$ cat config.mk
export PLATFORM = sky130hd
export DESIGN_NAME = dai_core
export DESIGN_NICKNAME = d
export VERILOG_FILES = /design/src/core/dai_pkg.sv /design/src/core/dai_core.sv
export SDC_FILE = /design/constraint.sdc
export NUM_CORES = 1
export LEC_CHECK = 0
export BUFFER_PORTS_ARGS = -buffer_cell sky130_fd_sc_hd__buf_2
export CAP_MARGIN = 30
export CORE_MARGIN = 2
export CORE_UTILIZATION = 40
export DETAILED_ROUTE_END_ITERATION = 8
export PLACE_DENSITY_LB_ADDON = 0.08
export SLEW_MARGIN = 5
export SYNTH_ARGS = -nofsm -noshare
export SYNTH_HDL_FRONTEND = slang
export SYNTH_SLANG_ARGS = --single-unit
$ cat constraint.sdc
create_clock -name pclk -period 3.3 [get_ports pclk]
set_clock_uncertainty 0.15 [all_clocks]
set_input_delay 0.66 -clock pclk [delete_from_list [all_inputs] [get_ports pclk]]
set_output_delay 0.66 -clock pclk [all_outputs]
set_load 0.05 [all_outputs]
$ cat src/core/dai_pkg.sv
// Constants and carrier types for the dual converter output interface
package dai_pkg;

  // ----------------------------------------------------------------
  // Data path
  // ----------------------------------------------------------------
  localparam int WORD_W      = 10;
  localparam int LAT_CYC     = 5;
  localparam int HALF_STAGES = 9;
  localparam int FIFO_DEPTH  = 4;
  localparam int MSB         = WORD_W - 1;

  typedef logic [WORD_W-1:0] dai_word_t;

  typedef struct packed {
    dai_word_t b;
    dai_word_t a;
  } dai_pair_t;

  localparam int PAIR_W = $bits(dai_pair_t);

  // ----------------------------------------------------------------
  // Register map (byte addresses)
  // ----------------------------------------------------------------
  localparam int ADDR_W = 8;
  localparam logic [ADDR_W-1:0] ADDR_CTRL = 8'h00;
  localparam logic [ADDR_W-1:0] ADDR_STAT = 8'h04;
  localparam logic [ADDR_W-1:0] ADDR_DATA = 8'h08;

  typedef struct packed {
    logic out_dis_n;
    logic full_shutdown;
    logic sleep;
    logic twos_comp;
  } dai_ctrl_t;

  localparam int        CTRL_W   = $bits(dai_ctrl_t);
  localparam dai_ctrl_t CTRL_RST = 4'h8;

  localparam int STAT_BUSY_BIT  = 0;
  localparam int STAT_AVAIL_BIT = 1;
  localparam int STAT_OVR_BIT   = 2;
  localparam int STAT_LVL_LSB   = 3;
  localparam int DATA_A_LSB     = 0;
  localparam int DATA_B_LSB     = 16;

  // ----------------------------------------------------------------
  // Timing
  // ----------------------------------------------------------------
  localparam int CLK_NS         = 100;
  localparam int WAKE_SLEEP_NS  = 650;
  localparam int WAKE_SD_NS     = 1200;
  localparam int WAKE_W         = 4;
  localparam logic [WAKE_W-1:0] WAKE_SLEEP_CYC =
    WAKE_W'((WAKE_SLEEP_NS + CLK_NS - 1) / CLK_NS);
  localparam logic [WAKE_W-1:0] WAKE_SD_CYC =
    WAKE_W'((WAKE_SD_NS + CLK_NS - 1) / CLK_NS);
  localparam logic [WAKE_W-1:0] WAKE_ONE = 4'h1;

  typedef enum logic [3:0] {
    ST_RUN   = 4'b0001,
    ST_SLEEP = 4'b0010,
    ST_OFF   = 4'b0100,
    ST_WAKE  = 4'b1000
  } dai_state_t;

endpackage

$ cat src/core/dai_core.sv
// Dual converter output pipeline, power modes, capture FIFO and APB slave
//
// Implementation choices: the placing of the registers and the APB register port.
`timescale 1ns/1ns

// ------------------------------------------------------------------
// Capture FIFO
// ------------------------------------------------------------------
module dai_fifo #(
  parameter int WIDTH = 20,
  parameter int DEPTH = 4
) (
  // Clock and reset
  input  wire logic             pclk,
  input  wire logic             presetn,
  // Fill side
  input  wire logic             in_valid,
  output logic                  in_ready,
  input  wire logic [WIDTH-1:0] in_data,
  // Drain side
  output logic                  out_valid,
  input  wire logic             out_ready,
  output logic [WIDTH-1:0]      out_data,
  output logic [$clog2(DEPTH):0] level
);
  localparam int PW = $clog2(DEPTH);

  logic [WIDTH-1:0] mem_r [DEPTH];
  logic [PW-1:0]    wr_r, wr_nxt, rd_r, rd_nxt;
  logic [PW:0]      cnt_r, cnt_nxt;
  logic             room_r, room_nxt;
  logic             push, pop;

  assign push      = in_valid & room_r;
  assign pop       = out_ready & (cnt_r != '0);
  assign in_ready  = room_r;
  assign out_valid = (cnt_r != '0);
  assign out_data  = mem_r[rd_r];
  assign level     = cnt_r;

  always_comb begin
    wr_nxt   = push ? PW'((32'(wr_r) + 1) % DEPTH) : wr_r;
    rd_nxt   = pop ? PW'((32'(rd_r) + 1) % DEPTH) : rd_r;
    cnt_nxt  = cnt_r + (PW+1)'(push) - (PW+1)'(pop);
    room_nxt = (32'(cnt_nxt) < DEPTH);
  end

  always_ff @(posedge pclk or negedge presetn) begin
    if (!presetn) begin
      wr_r   <= '0;
      rd_r   <= '0;
      cnt_r  <= '0;
      room_r <= 1'b1;
    end else begin
      wr_r   <= wr_nxt;
      rd_r   <= rd_nxt;
      cnt_r  <= cnt_nxt;
      room_r <= room_nxt;
    end
  end

  // Storage has no reset; only written entries are ever read
  always_ff @(posedge pclk) begin
    if (push) begin
      mem_r[wr_r] <= in_data;
    end
  end
endmodule

// ------------------------------------------------------------------
// Top
// ------------------------------------------------------------------
// Operation
// - Output code five clocks after sampling
// - Nine half-clock stages before output latch
// - Format bit high selects two's complement
// - Sleep stops both quantizers, bias stays
// - Shutdown bit selects full power-down
// - Active-low enable drives both output words
// - Two 10-bit three-state words, bit 9 MSB
// - Both channels sample on rising edge
// - Output valid by next rising edge
// - Power-down holds last converted code
// - Zero is 1000000000 or 0; MSB differs
module dai_core
  import dai_pkg::*;
(
  // APB
  input  wire logic              pclk,
  input  wire logic              presetn,
  input  wire logic [ADDR_W-1:0] paddr,
  input  wire logic              psel,
  input  wire logic              penable,
  input  wire logic              pwrite,
  input  wire logic [31:0]       pwdata,
  output logic      [31:0]       prdata,
  output logic                   pready,
  output logic                   pslverr,
  // Quantizer results, offset binary
  input  wire dai_pair_t         samp,
  // Three-state output words
  output dai_word_t              chan_a_word,
  output dai_word_t              chan_b_word,
  output logic                   chan_a_oe_n,
  output logic                   chan_b_oe_n,
  // Capture FIFO room
  output logic                   fifo_room
);

  // ----------------------------------------------------------------
  // APB decode
  // ----------------------------------------------------------------
  logic        setup, done, wr_done, rd_data_done, mapped;
  logic [31:0] rd_mux;
  logic [31:0] prdata_r, prdata_nxt;
  logic        pready_r, pready_nxt, pslverr_r, pslverr_nxt;

  dai_ctrl_t   ctrl_r, ctrl_nxt;
  logic        ovr_r, ovr_nxt;
  dai_state_t  st_r, st_nxt;
  logic [WAKE_W-1:0] wcnt_r, wcnt_nxt;

  dai_pair_t   pipe_r [LAT_CYC];
  dai_pair_t   pipe_nxt [LAT_CYC];
  logic [LAT_CYC-1:0] pv_r, pv_nxt;
  dai_pair_t   out_r, out_nxt;
  logic        oe_n_r, oe_n_nxt;
  logic        adv, push;

  logic        f_room, f_valid;
  dai_pair_t   f_data;
  logic [$clog2(FIFO_DEPTH):0] f_level;

  assign setup        = psel & ~penable;
  assign done         = psel & penable & pready_r;
  assign wr_done      = done & pwrite;
  assign rd_data_done = done & ~pwrite & (paddr == ADDR_DATA);
  assign mapped       = (paddr == ADDR_CTRL) | (paddr == ADDR_STAT) | (paddr == ADDR_DATA);

  always_comb begin
    rd_mux = '0;
    unique case (paddr)
      ADDR_CTRL: rd_mux[CTRL_W-1:0] = ctrl_r;
      ADDR_STAT: begin
        rd_mux[STAT_BUSY_BIT]  = (st_r != ST_RUN);
        rd_mux[STAT_AVAIL_BIT] = f_valid;
        rd_mux[STAT_OVR_BIT]   = ovr_r;
        rd_mux[STAT_LVL_LSB +: $bits(f_level)] = f_level;
      end
      ADDR_DATA: begin
        rd_mux[DATA_A_LSB +: WORD_W] = f_valid ? f_data.a : '0;
        rd_mux[DATA_B_LSB +: WORD_W] = f_valid ? f_data.b : '0;
      end
      default: rd_mux = '0;
    endcase
  end

  // Registered answer: pready rises in the access phase, no further waits
  always_comb begin
    pready_nxt  = setup;
    pslverr_nxt = setup & ~mapped;
    prdata_nxt  = (setup & ~pwrite) ? rd_mux : '0;
    ctrl_nxt    = ctrl_r;
    if (wr_done && paddr == ADDR_CTRL) begin
      ctrl_nxt = dai_ctrl_t'(pwdata[CTRL_W-1:0]);
    end
  end

  // ----------------------------------------------------------------
  // Power state
  // ----------------------------------------------------------------
  always_comb begin
    st_nxt   = st_r;
    wcnt_nxt = wcnt_r;
    unique case (st_r)
      ST_RUN: begin
        if (ctrl_r.full_shutdown) begin
          st_nxt = ST_OFF;
        end else if (ctrl_r.sleep) begin
          st_nxt = ST_SLEEP;
        end
      end
      ST_SLEEP: begin
        if (ctrl_r.full_shutdown) begin
          st_nxt = ST_OFF;
        end else if (!ctrl_r.sleep) begin
          st_nxt   = ST_WAKE;
          wcnt_nxt = WAKE_SLEEP_CYC;
        end
      end
      ST_OFF: begin
        if (!ctrl_r.full_shutdown) begin
          st_nxt   = ctrl_r.sleep ? ST_SLEEP : ST_WAKE;
          wcnt_nxt = WAKE_SD_CYC;
        end
      end
      ST_WAKE: begin
        if (ctrl_r.full_shutdown) begin
          st_nxt = ST_OFF;
        end else if (ctrl_r.sleep) begin
          st_nxt = ST_SLEEP;
        end else if (wcnt_r == WAKE_ONE) begin
          st_nxt = ST_RUN;
        end else begin
          wcnt_nxt = wcnt_r - WAKE_ONE;
        end
      end
      default: st_nxt = ST_OFF;
    endcase
  end

  // ----------------------------------------------------------------
  // Conversion pipeline
  // ----------------------------------------------------------------
  // Pairs of the half-clock stages fold into one register per clock
  assign adv  = (st_r == ST_RUN) | (st_r == ST_WAKE);
  assign push = adv & pv_r[LAT_CYC-1];

  always_comb begin
    pipe_nxt = pipe_r;
    pv_nxt   = pv_r;
    out_nxt  = out_r;
    if (adv) begin
      pipe_nxt[0] = samp;
      pv_nxt[0]   = (st_r == ST_RUN);
      for (int i = 1; i < LAT_CYC; i++) begin
        pipe_nxt[i] = pipe_r[i-1];
        pv_nxt[i]   = pv_r[i-1];
      end
      out_nxt = pipe_r[LAT_CYC-1];
      out_nxt.a[MSB] = pipe_r[LAT_CYC-1].a[MSB] ^ ctrl_r.twos_comp;
      out_nxt.b[MSB] = pipe_r[LAT_CYC-1].b[MSB] ^ ctrl_r.twos_comp;
    end
    oe_n_nxt = ctrl_r.out_dis_n;
    // Set wins over the write-one clear
    ovr_nxt = ovr_r;
    if (wr_done && paddr == ADDR_STAT && pwdata[STAT_OVR_BIT]) begin
      ovr_nxt = 1'b0;
    end
    if (push && !f_room) begin
      ovr_nxt = 1'b1;
    end
  end

  // Converter cannot stall; a full FIFO drops the word and flags overrun
  dai_fifo #(
    .WIDTH (PAIR_W),
    .DEPTH (FIFO_DEPTH)
  ) u_fifo (
    .pclk      (pclk),
    .presetn   (presetn),
    .in_valid  (push),
    .in_ready  (f_room),
    .in_data   (out_nxt),
    .out_valid (f_valid),
    .out_ready (rd_data_done),
    .out_data  (f_data),
    .level     (f_level)
  );

  always_ff @(posedge pclk or negedge presetn) begin
    if (!presetn) begin
      prdata_r  <= '0;
      pready_r  <= 1'b0;
      pslverr_r <= 1'b0;
      ctrl_r    <= CTRL_RST;
      ovr_r     <= 1'b0;
      st_r      <= ST_OFF;
      wcnt_r    <= '0;
      pv_r      <= '0;
      out_r     <= '0;
      oe_n_r    <= 1'b1;
      for (int i = 0; i < LAT_CYC; i++) begin
        pipe_r[i] <= '0;
      end
    end else begin
      prdata_r  <= prdata_nxt;
      pready_r  <= pready_nxt;
      pslverr_r <= pslverr_nxt;
      ctrl_r    <= ctrl_nxt;
      ovr_r     <= ovr_nxt;
      st_r      <= st_nxt;
      wcnt_r    <= wcnt_nxt;
      pv_r      <= pv_nxt;
      out_r     <= out_nxt;
      oe_n_r    <= oe_n_nxt;
      pipe_r    <= pipe_nxt;
    end
  end

  assign prdata      = prdata_r;
  assign pready      = pready_r;
  assign pslverr     = pslverr_r;
  assign chan_a_word = out_r.a;
  assign chan_b_word = out_r.b;
  assign chan_a_oe_n = oe_n_r;
  assign chan_b_oe_n = oe_n_r;
  assign fifo_room   = f_room;
endmodule

# Word level (Yosys, flattened, before mapping)
# Memory sizes are Yosys's and may differ from the RTL's.
# Index checks and enable logic that the tools add are counted.
# op_classes
n_eq_ne,17
order_cmp,1
bitwise,19
n_reduce_logical,11
add_sub_neg,5
mux,29
# op_table
operator,n
$mux W4,16
$mux W10,3
$mux W26,1
$pmux W4 S3,2
$mux W20,1
$pmux W4 S4,1
$ne A2 B2 Y1 const B,6
$and A1 B1 Y1,11
$eq A4 B1 Y1 const B,2
$eq A8 B3 Y1 const B,1
$eq A8 B4 Y1 const B,1
$logic_not A8 Y1,1
$reduce_and A7 Y1,1
$ne A3 B3 Y1 const B,2
$reduce_bool A3 Y1,2
$add A2 B1 Y2 const B,2
$eq A4 B2 Y1 const B,1
$eq A4 B3 Y1 const B,1
$eq A4 B4 Y1 const B,1
$logic_and A1 B1 Y1,4
$mux W1,4
$ne A4 B1 Y1 const B,1
$ne A4 B4 Y1 const B,1
$pmux W2 S2,1
10 further kinds,15
# word_totals
ramBits,80
n_memories,1
wordCells,111
in_bits,65
ff_bits,175
output_inout_bits,57
# memory_table
name,words,width,rd,rd_clocked_by_memory_dff,wr,line,source
u_fifo.mem_r,4,20,1,0,1,dai_core.sv:28,logic [WIDTH-1:0] mem_r [DEPTH];

# Logic depth before layout (Yosys ltp)
# Gate-level depths: netlist of run 1.
# logic_depth
ltp_word,7
mapped_depth,12

# Hierarchy
# Synthesis of run 1 repeated with hierarchy kept, for this count alone.
# hier_totals
hier_cells,597
hier_area_um2,9831.9
# by_module_without_submodules
mod,n_inst,cells_per_inst,seq_area_each_um2,area_each_um2
dai_core,1,456,4032.6,6500.0
dai_fifo,1,141,2603.7,3331.9

# Worst setup path after synthesis of run 1
# OpenSTA, ideal clock, no wires.
# synth_path
path_type,input -> register
startpoint,input port paddr[5]
endpoint,"register u_fifo.cnt_r[2], in the netlist u_fifo.level[2]"
n_path_buf,0
cell_stages,11
arrival_ns,2.668
setup_slack_ns,0.361
path_cell_list,nor2_1 > nand4b_1 > nor4_1 > ha_1 > inv_1 > ha_1 > inv_1 > fa_1 > xnor2_1 > xor2_1 > inv_1
# synth_between
elab_chain_len,4
# synth_rtl
element,line,source
"start, declared",dai_core.sv:91,"input wire logic [ADDR_W-1:0] paddr,"
$eq A8 B4 Y1,dai_core.sv:137,assign rd_data_done = done & ~pwrite & (paddr == ADDR_DATA);
$and A1 B1 Y1,dai_core.sv:137,
$and A1 B1 Y1,dai_core.sv:35,assign pop = out_ready & (cnt_r != '0);
net u_fifo.pop,dai_core.sv:32,"logic push, pop;"
$sub A3 B1 Y3,dai_core.sv:44,cnt_nxt = cnt_r + (PW+1)'(push) - (PW+1)'(pop);
net u_fifo.cnt_nxt[2],dai_core.sv:30,"logic [PW:0] cnt_r, cnt_nxt;"
"end signal, assigned",dai_core.sv:57,cnt_r <= cnt_nxt;
"end, declared",dai_core.sv:30,
# The timed path passes the listed nets, and every way through them passes these cells.
# A chain may end at the register's enable or synchronous reset.

# Final worst setup path of run 1
# layout_path
startpoint,register st_r[3]
endpoint,"register u_fifo.cnt_r[2], in the netlist u_fifo.level[2]"
# layout_between
elab_chain_len,6
word_cells_on_any_way,7
cone_classes,2 x add/sub; 2 x eq/ne; 3 x bitwise
# layout_rtl
element,line,source
"start, declared",dai_core.sv:120,"dai_state_t st_r, st_nxt;"
"start signal, assigned",dai_core.sv:282,st_r <= st_nxt;
$eq A4 B1 Y1 / $eq A4 B4 Y1 (equally long branches),dai_core.sv:216,assign adv = (st_r == ST_RUN) | (st_r == ST_WAKE);
$or A1 B1 Y1 (*),dai_core.sv:216,
$and A1 B1 Y1 (*),dai_core.sv:217,assign push = adv & pv_r[LAT_CYC-1];
$and A1 B1 Y1 (*),dai_core.sv:34,assign push = in_valid & room_r;
$add A3 B1 Y3 (*),dai_core.sv:44,
$sub A3 B1 Y3 (*),dai_core.sv:44,
net u_fifo.cnt_nxt[2],dai_core.sv:30,
# The timed path passes the listed nets; every way through them passes the cells marked *.

==> impl_metrics.ini, run 1 <==
[sta]
slew_headroom_pct = 44.4
timing.final.crit_period_ns = 2.75
grt_setup_unrepaired = false
timing.final.crit_share_pct = 83.3
setup_tns_ns = 0
setup_viol = 0
hold_viol_final = 15
clock.fmax_ghz = 0.364
worstMarginPinSlew_ns = 0.834
final_max_slew_viol_count = 0
holdWs_ns = -0.0169

[yosys]
synthFlopType = dfrtp_1
yosysWarnings = 0
synth.avg_cell_area_um2 = 11.5
yosysTopAreaCell = dfrtp_1
synth.distinct_cells = 52
ys_ff_latch = 249
netlist_instances = 853
synth.top_cell.area_share_pct = 42.2
async_reset_ff_share_pct = 67.9
synth_area_leaders = dfrtp_1 42%, edfxtp_1 25%, nand2_1 15%
seq_area_frac_synth_pct = 67.8
syn_area_mm2 = 0.00979
synth_edf_count = 80

[global_routing]
grt_pass1_wl_um = 31200
grt_max_degree = 82
antenna_found_initial = 0
grt_usage_pct = 14.7
grt_pass1_vias = 5948
globalRouteOverflowTotal = 0

[placed_design]
dp_hpwl_um = 11300
gp_congestion = 0.723
numPortBuffers = 81
place_area_mm2 = 0.0106

[pwr]
p_per_area_mw_per_mm2 = 872
power.internal_mw = 6.65
ir_drop_mv = 0.427
p_sw_share_pct = 33.6
p_seq_share_pct = 45.1
power.leakage_nw = 5.52
pwr-share-comb_pct = 24.0
pwr-share-clk_pct = 30.9
p_switching_mw = 3.36

[floorplan]
rows = 57
die_area_mm2 = 0.0257
core_mm2 = 0.0242
start_util_pct = 40.5
die_x_um = 160
io_pins = 122
die_y_um = 160

[worst_setup_path]
cp_max_fo = 13
endpoint_kind = flip-flop
critPathKind = reg2reg
start_kind = flip-flop
crit_start = st_r[3]
crit_required_ns = 3.55
crit-reg2reg-launch = st_r[3]
cp.arrival_ns = 3.00

[finish]
final_common_cell = nand2_1
drive_gt1_share_pct = 18.8
diodes = 0
area_delta_synth_final_pct = 17.3
nNetsFinal = 1015
fill_cells = 2300
post-route-cell-area_mm2 = 0.0115
layout_common_cells = 380 x nand2_1, 165 x dfrtp_1, 80 x buf_2, 80 x edfxtp_1, 27 x clkbuf_16

[cts]
ctsHoldBuffers = 0
clkLatencyLatePin_ns = 0.52
cts_max_path_buffers = 3
htree_levels = 1
clock-sinks = 249
cts_setup_buffers = 0
cts_root_buffer = clkbuf_16
numCtsBuffers = 27
cts_resized = 0
clkTransAtPathRegs_ns = 0.06
tritoncts = built

[routing]
drt_iter0_markers = 371
first_pass_iters = 4
ant_nets = 0
drc = 0
drt-vias-per-instance = 4.65
wl_per_cell_um = 14.5
routed_wl_um = 18600
via_count = 5986

[status]
status = finished with violations
violations = hold timing

[hold_path]
hold_path.class = in2async

[job]
cap_violations = 0
## critical path, cell delays in order (launching register included)
cell     delay (ns)
dfrtp_1        0.62
nor2b_1        0.32
o21ai_4        0.10
inv_4          0.06
and3_1         0.35
ha_1           0.20
inv_1          0.05
fa_1           0.37
xnor2_1        0.17
xor2_1         0.20
inv_1          0.05
## layout make-up
class / instances / area, µm² / area share, %
Tap cell: 324 / 405 / 3.53
Clock buffer: 31 / 701 / 6.10
Timing Repair Buffer: 101 / 587 / 5.11
Multi-Input combinational cell: 545 / 2860 / 24.9
Inverter: 17 / 66.3 / 0.578
Sequential cell: 249 / 6640 / 57.8
Clock inverter: 19 / 223 / 1.94
## synth_stat cells, types with 3 or more instances
| master | number |
|---|---|
| nor3_1 | 4 |
| nand2b_1 | 3 |
| nor4_1 | 4 |
| dfrtp_1 | 165 |
| inv_1 | 16 |
| mux4_2 | 20 |
| mux2_2 | 5 |
| and2_1 | 4 |
| nand3_1 | 6 |
| xnor2_1 | 5 |
| nand4_1 | 4 |
| buf_4 | 13 |
| buf_2 | 17 |
| edfxtp_1 | 80 |
| a21oi_1 | 13 |
| dfstp_2 | 4 |
| ha_1 | 8 |
| clkbuf_1 | 22 |
| a31oi_1 | 3 |
| nor2_1 | 15 |
| o21ai_0 | 13 |
| and3_1 | 15 |
| nand2_1 | 380 |
## power by group through the flow
stage | clock network (mW) | logic, mW | registers (mW)
2_1_floorplan | 0 | 1.53 | 4.82
3_3_place_gp | 0 | 2.40 | 4.57
3_5_place_dp | 0 | 2.43 | 4.58
4_1_cts | 3.18 | 2.45 | 4.53
5_1_grt | 3.32 | 2.75 | 4.62
6_report | 3.09 | 2.40 | 4.52
## cell families after synthesis
logic type / Yosys count / share of synthesized area (%)
AOI/OAI and AO/OA: 43 / 2.80
xor gates and xnor gates: 7 / 0.626
DFF: 249 / 67.8
buffers and inverters: 70 / 3.40
other: 1 / 0.0383
muxes: 26 / 5.29
adders and majority gates: 9 / 1.23
and+or+nand+nor: 448 / 18.8
## metrics by stage
step	std cells	hold slack, ns	power (mW)	util [%]	setup WS [ns]
detailed placement	1236	0.228	7.01	43.7	0.158
floorplan	864	0.208	6.35	-	0.361
global route	1286	0.0177	10.7	47.5	0.306
finish	1286	-0.0169	10.0	47.5	0.551
global placement	1236	0.226	6.98	43.7	0.219
CTS	1286	0.00677	10.2	47.5	0.528
## routing by layer
layer	part of all wire (%)	up-vias	GRT usage (%)	wire length, µm
li1	-	2981	-	-
met1	51	2874	22.3	9410
met2	44	110	22.6	8240
met3	3.7	21	2.20	695
met4	1.3	0	3.19	248
met5	0	-	0	0
## registers in the layout, summed over array words and instances, names as in the netlist
signal and count:
wcnt_r 4, ctrl_r 3, u_fifo.wr_r 2, u_fifo.in_ready 1
pslverr 1, u_fifo.mem_r 80, pready 1, prdata 20
u_fifo.level 3, chan_b_word 10, u_fifo.rd_r 2, oe_n_nxt 1
pipe_r 100, st_r 4, chan_a_oe_n 1, chan_a_word 10
pv_r 5, ovr_r 1
## path summary, 6_finish.rpt
| path | endpoint | slack, ns | depth (start not counted) |
|---|---|---|---|
| max | u_fifo.level[2] | 0.55 | 10 |
| min | chan_b_word[3] | -0.02 | 1 |
| max reg2reg | u_fifo.level[2] | 0.55 | 10 |
| min reg2reg | chan_a_oe_n | 0.24 | 0 |
| max in group asynchronous | pipe_r[97] | 2.21 | 2 |
| min in group pclk | pipe_r[96] | 0.17 | 3 |
Note: power is estimated with default switching activity, not from simulation.
==> run 2: changes to the inputs <==
Clock period 3.3 ns to 2.2 ns, I/O delays scaled along.
==> run 2 against run 1 <==
The flow finishes with violations (setup timing); wire length rose by 1.5%; first-iteration DRC count rose by 5.4%; sequential share of layout area fell by 2.6 points; final cell count rose by 4.0%; combinational power rose by 67%; sequential power rose by 48%; flip-flop and latch count did not move; largest power group unchanged; die area did not move; register-to-register slack got worse by 0.81 ns; worst setup slack got worse by 0.81 ns; clock power rose by 36%; design area rose by 4.8%.
==> impl_metrics.ini, run 2 (same netlist as run 1, synthesis figures left out) <==
[floorplan]
io_pins = 122
core_mm2 = 0.0242
rows = 57
die_y_um = 160
die_area_mm2 = 0.0257
start_util_pct = 40.5
die_x_um = 160

[routing]
drt-met1-wl_um = 9560
routed.top_layer = met4
dr_wl_met3_um = 518
drc = 0
drt_iter0_markers = 391
routed_wl_um = 18900
first_pass_iters = 4
wl_met2_um = 8460
wl_per_cell_um = 14.1
via_count = 6090
drt-vias-per-instance = 4.55
ant_nets = 0

[placed_design]
gp_congestion = 0.725
place_area_mm2 = 0.0109
dp_hpwl_um = 11800
dp_cells = 1262
numPortBuffers = 81

[worst_setup_path]
ff2ff_path_depth = 11
cp.arrival_ns = 2.71
crit-reg2reg-capture = u_fifo.level[2]
crit-reg2reg-launch = u_fifo.level[0]
crit_required_ns = 2.46
start_kind = flip-flop
endpoint_kind = flip-flop
r2r_slack_ns = -0.25
cp_max_fo = 2
critPathKind = reg2reg

[global_routing]
antenna_found_initial = 0
grt_pass1_wl_um = 31700
grt_max_degree = 79
globalRouteOverflowTotal = 0
grt_pass1_vias = 6020
grt_usage_pct = 15.1

[sta]
hold_viol_final = 0
setup_viol = 3
final_max_slew_viol_count = 0
grt_setup_unrepaired = true
timing.final.crit_share_pct = 112
clock.fmax_ghz = 0.407
setup_slack_ns = -0.254
timing.final.crit_period_ns = 2.45

[finish]
layout_common_cells = 379 x nand2_1, 165 x dfrtp_1, 80 x buf_2, 80 x edfxtp_1, 37 x buf_4
final_cells = 1337
nNetsFinal = 1067
final_common_cell = nand2_1
regMostFlops = pipe_r
largest_register_ffs = 100
diodes = 0
area_delta_synth_final_pct = 22.8
drive_gt1_share_pct = 20.8
fill_cells = 2217
post-route-cell-area_mm2 = 0.0120

[hold_path]
holdCritStartpoint = pwdata[2]
hold_path.class = in2reg
min_path_cells = 2
whs_endpoint = ctrl_r[2]

[cts]
clock-sinks = 249
cts_root_buffer = clkbuf_16
numCtsBuffers = 26
cts_max_path_buffers = 3
clkTransAtPathRegs_ns = 0.06
tritoncts = built
htree_levels = 1
clkLatencyLatePin_ns = 0.52

[pwr]
p_per_area_mw_per_mm2 = 1240
ir_drop_mv = 0.491
power.leakage_nw = 5.75

[status]
status = finished with violations
violations = setup timing

[job]
cap_violations = 0
-- run 2: report_power, final --
group	switching [mW]	leakage [nW]	total, mW	internal [mW]
clock network	1.67	0.401	4.21	2.55
registers	0.574	2.92	6.70	6.12
logic	2.75	2.42	4.00	1.25
-- run 2: worst max-delay path by stage --
stage / start / slack, ns / endpoint
after floorplan: paddr[1] / -0.37 / u_fifo.level[2]
after global placement: paddr[1] / -0.50 / u_fifo.level[2]
after detailed placement: paddr[1] / -0.58 / u_fifo.level[2]
after CTS: u_fifo.level[0] / -0.29 / u_fifo.level[2]
after global routing: u_fifo.level[0] / -0.39 / u_fifo.level[2]
final: u_fifo.level[0] / -0.25 / u_fifo.level[2]
-- run 2: critical path, stage by stage (launching register included) --
cell and delay, ns:
dfrtp_1 0.38, or3_4 0.41, nand2_4 0.08, nor4_2 0.05, ha_1 0.29, inv_1 0.06, ha_1 0.13, inv_1 0.05
fa_2 0.35, xnor2_2 0.14, xor2_1 0.20, inv_1 0.06
-- run 2: timing repair --
item	in CTS	in global routing
hold buffers	24	0
setup endpoints to repair	3	11
buffers inserted	2	1
endpoints found under the hold margin	65	0
pin swaps	2	2
resized for setup	2	4
-- run 2: area by class of cell --
class	instances	area, µm²	area share [%]
Tap cell	324	405	3.37
Timing Repair Buffer	154	1170	9.72
Multi-Input combinational cell	545	2920	24.3
Inverter	17	66.3	0.551
Clock inverter	2	33.8	0.281
Sequential cell	249	6640	55.2
Clock buffer	46	797	6.63
-- run 2: layer usage --
metal / track usage [%] / vias to the layer above
met1: 23.0 / 2905
met3: 2.14 / 22
met2: 22.9 / 88
met5: 0 / -
met4: 3.81 / 0
li1: - / 3075
-- run 2: per-stage QoR --
stage	power, mW	hold slack [ns]	TNS (ns)	setup WS, ns	utilization [%]
CTS	15.1	0.0187	-0.529	-0.290	49.7
detailed placement	10.7	0.221	-1.42	-0.584	45.1
global route	15.9	0.0185	-0.800	-0.385	49.7
global placement	10.7	0.217	-1.20	-0.503	45.1
floorplan	9.54	-0.00559	-0.816	-0.368	-
finish	14.9	0.0344	-0.469	-0.254	49.7
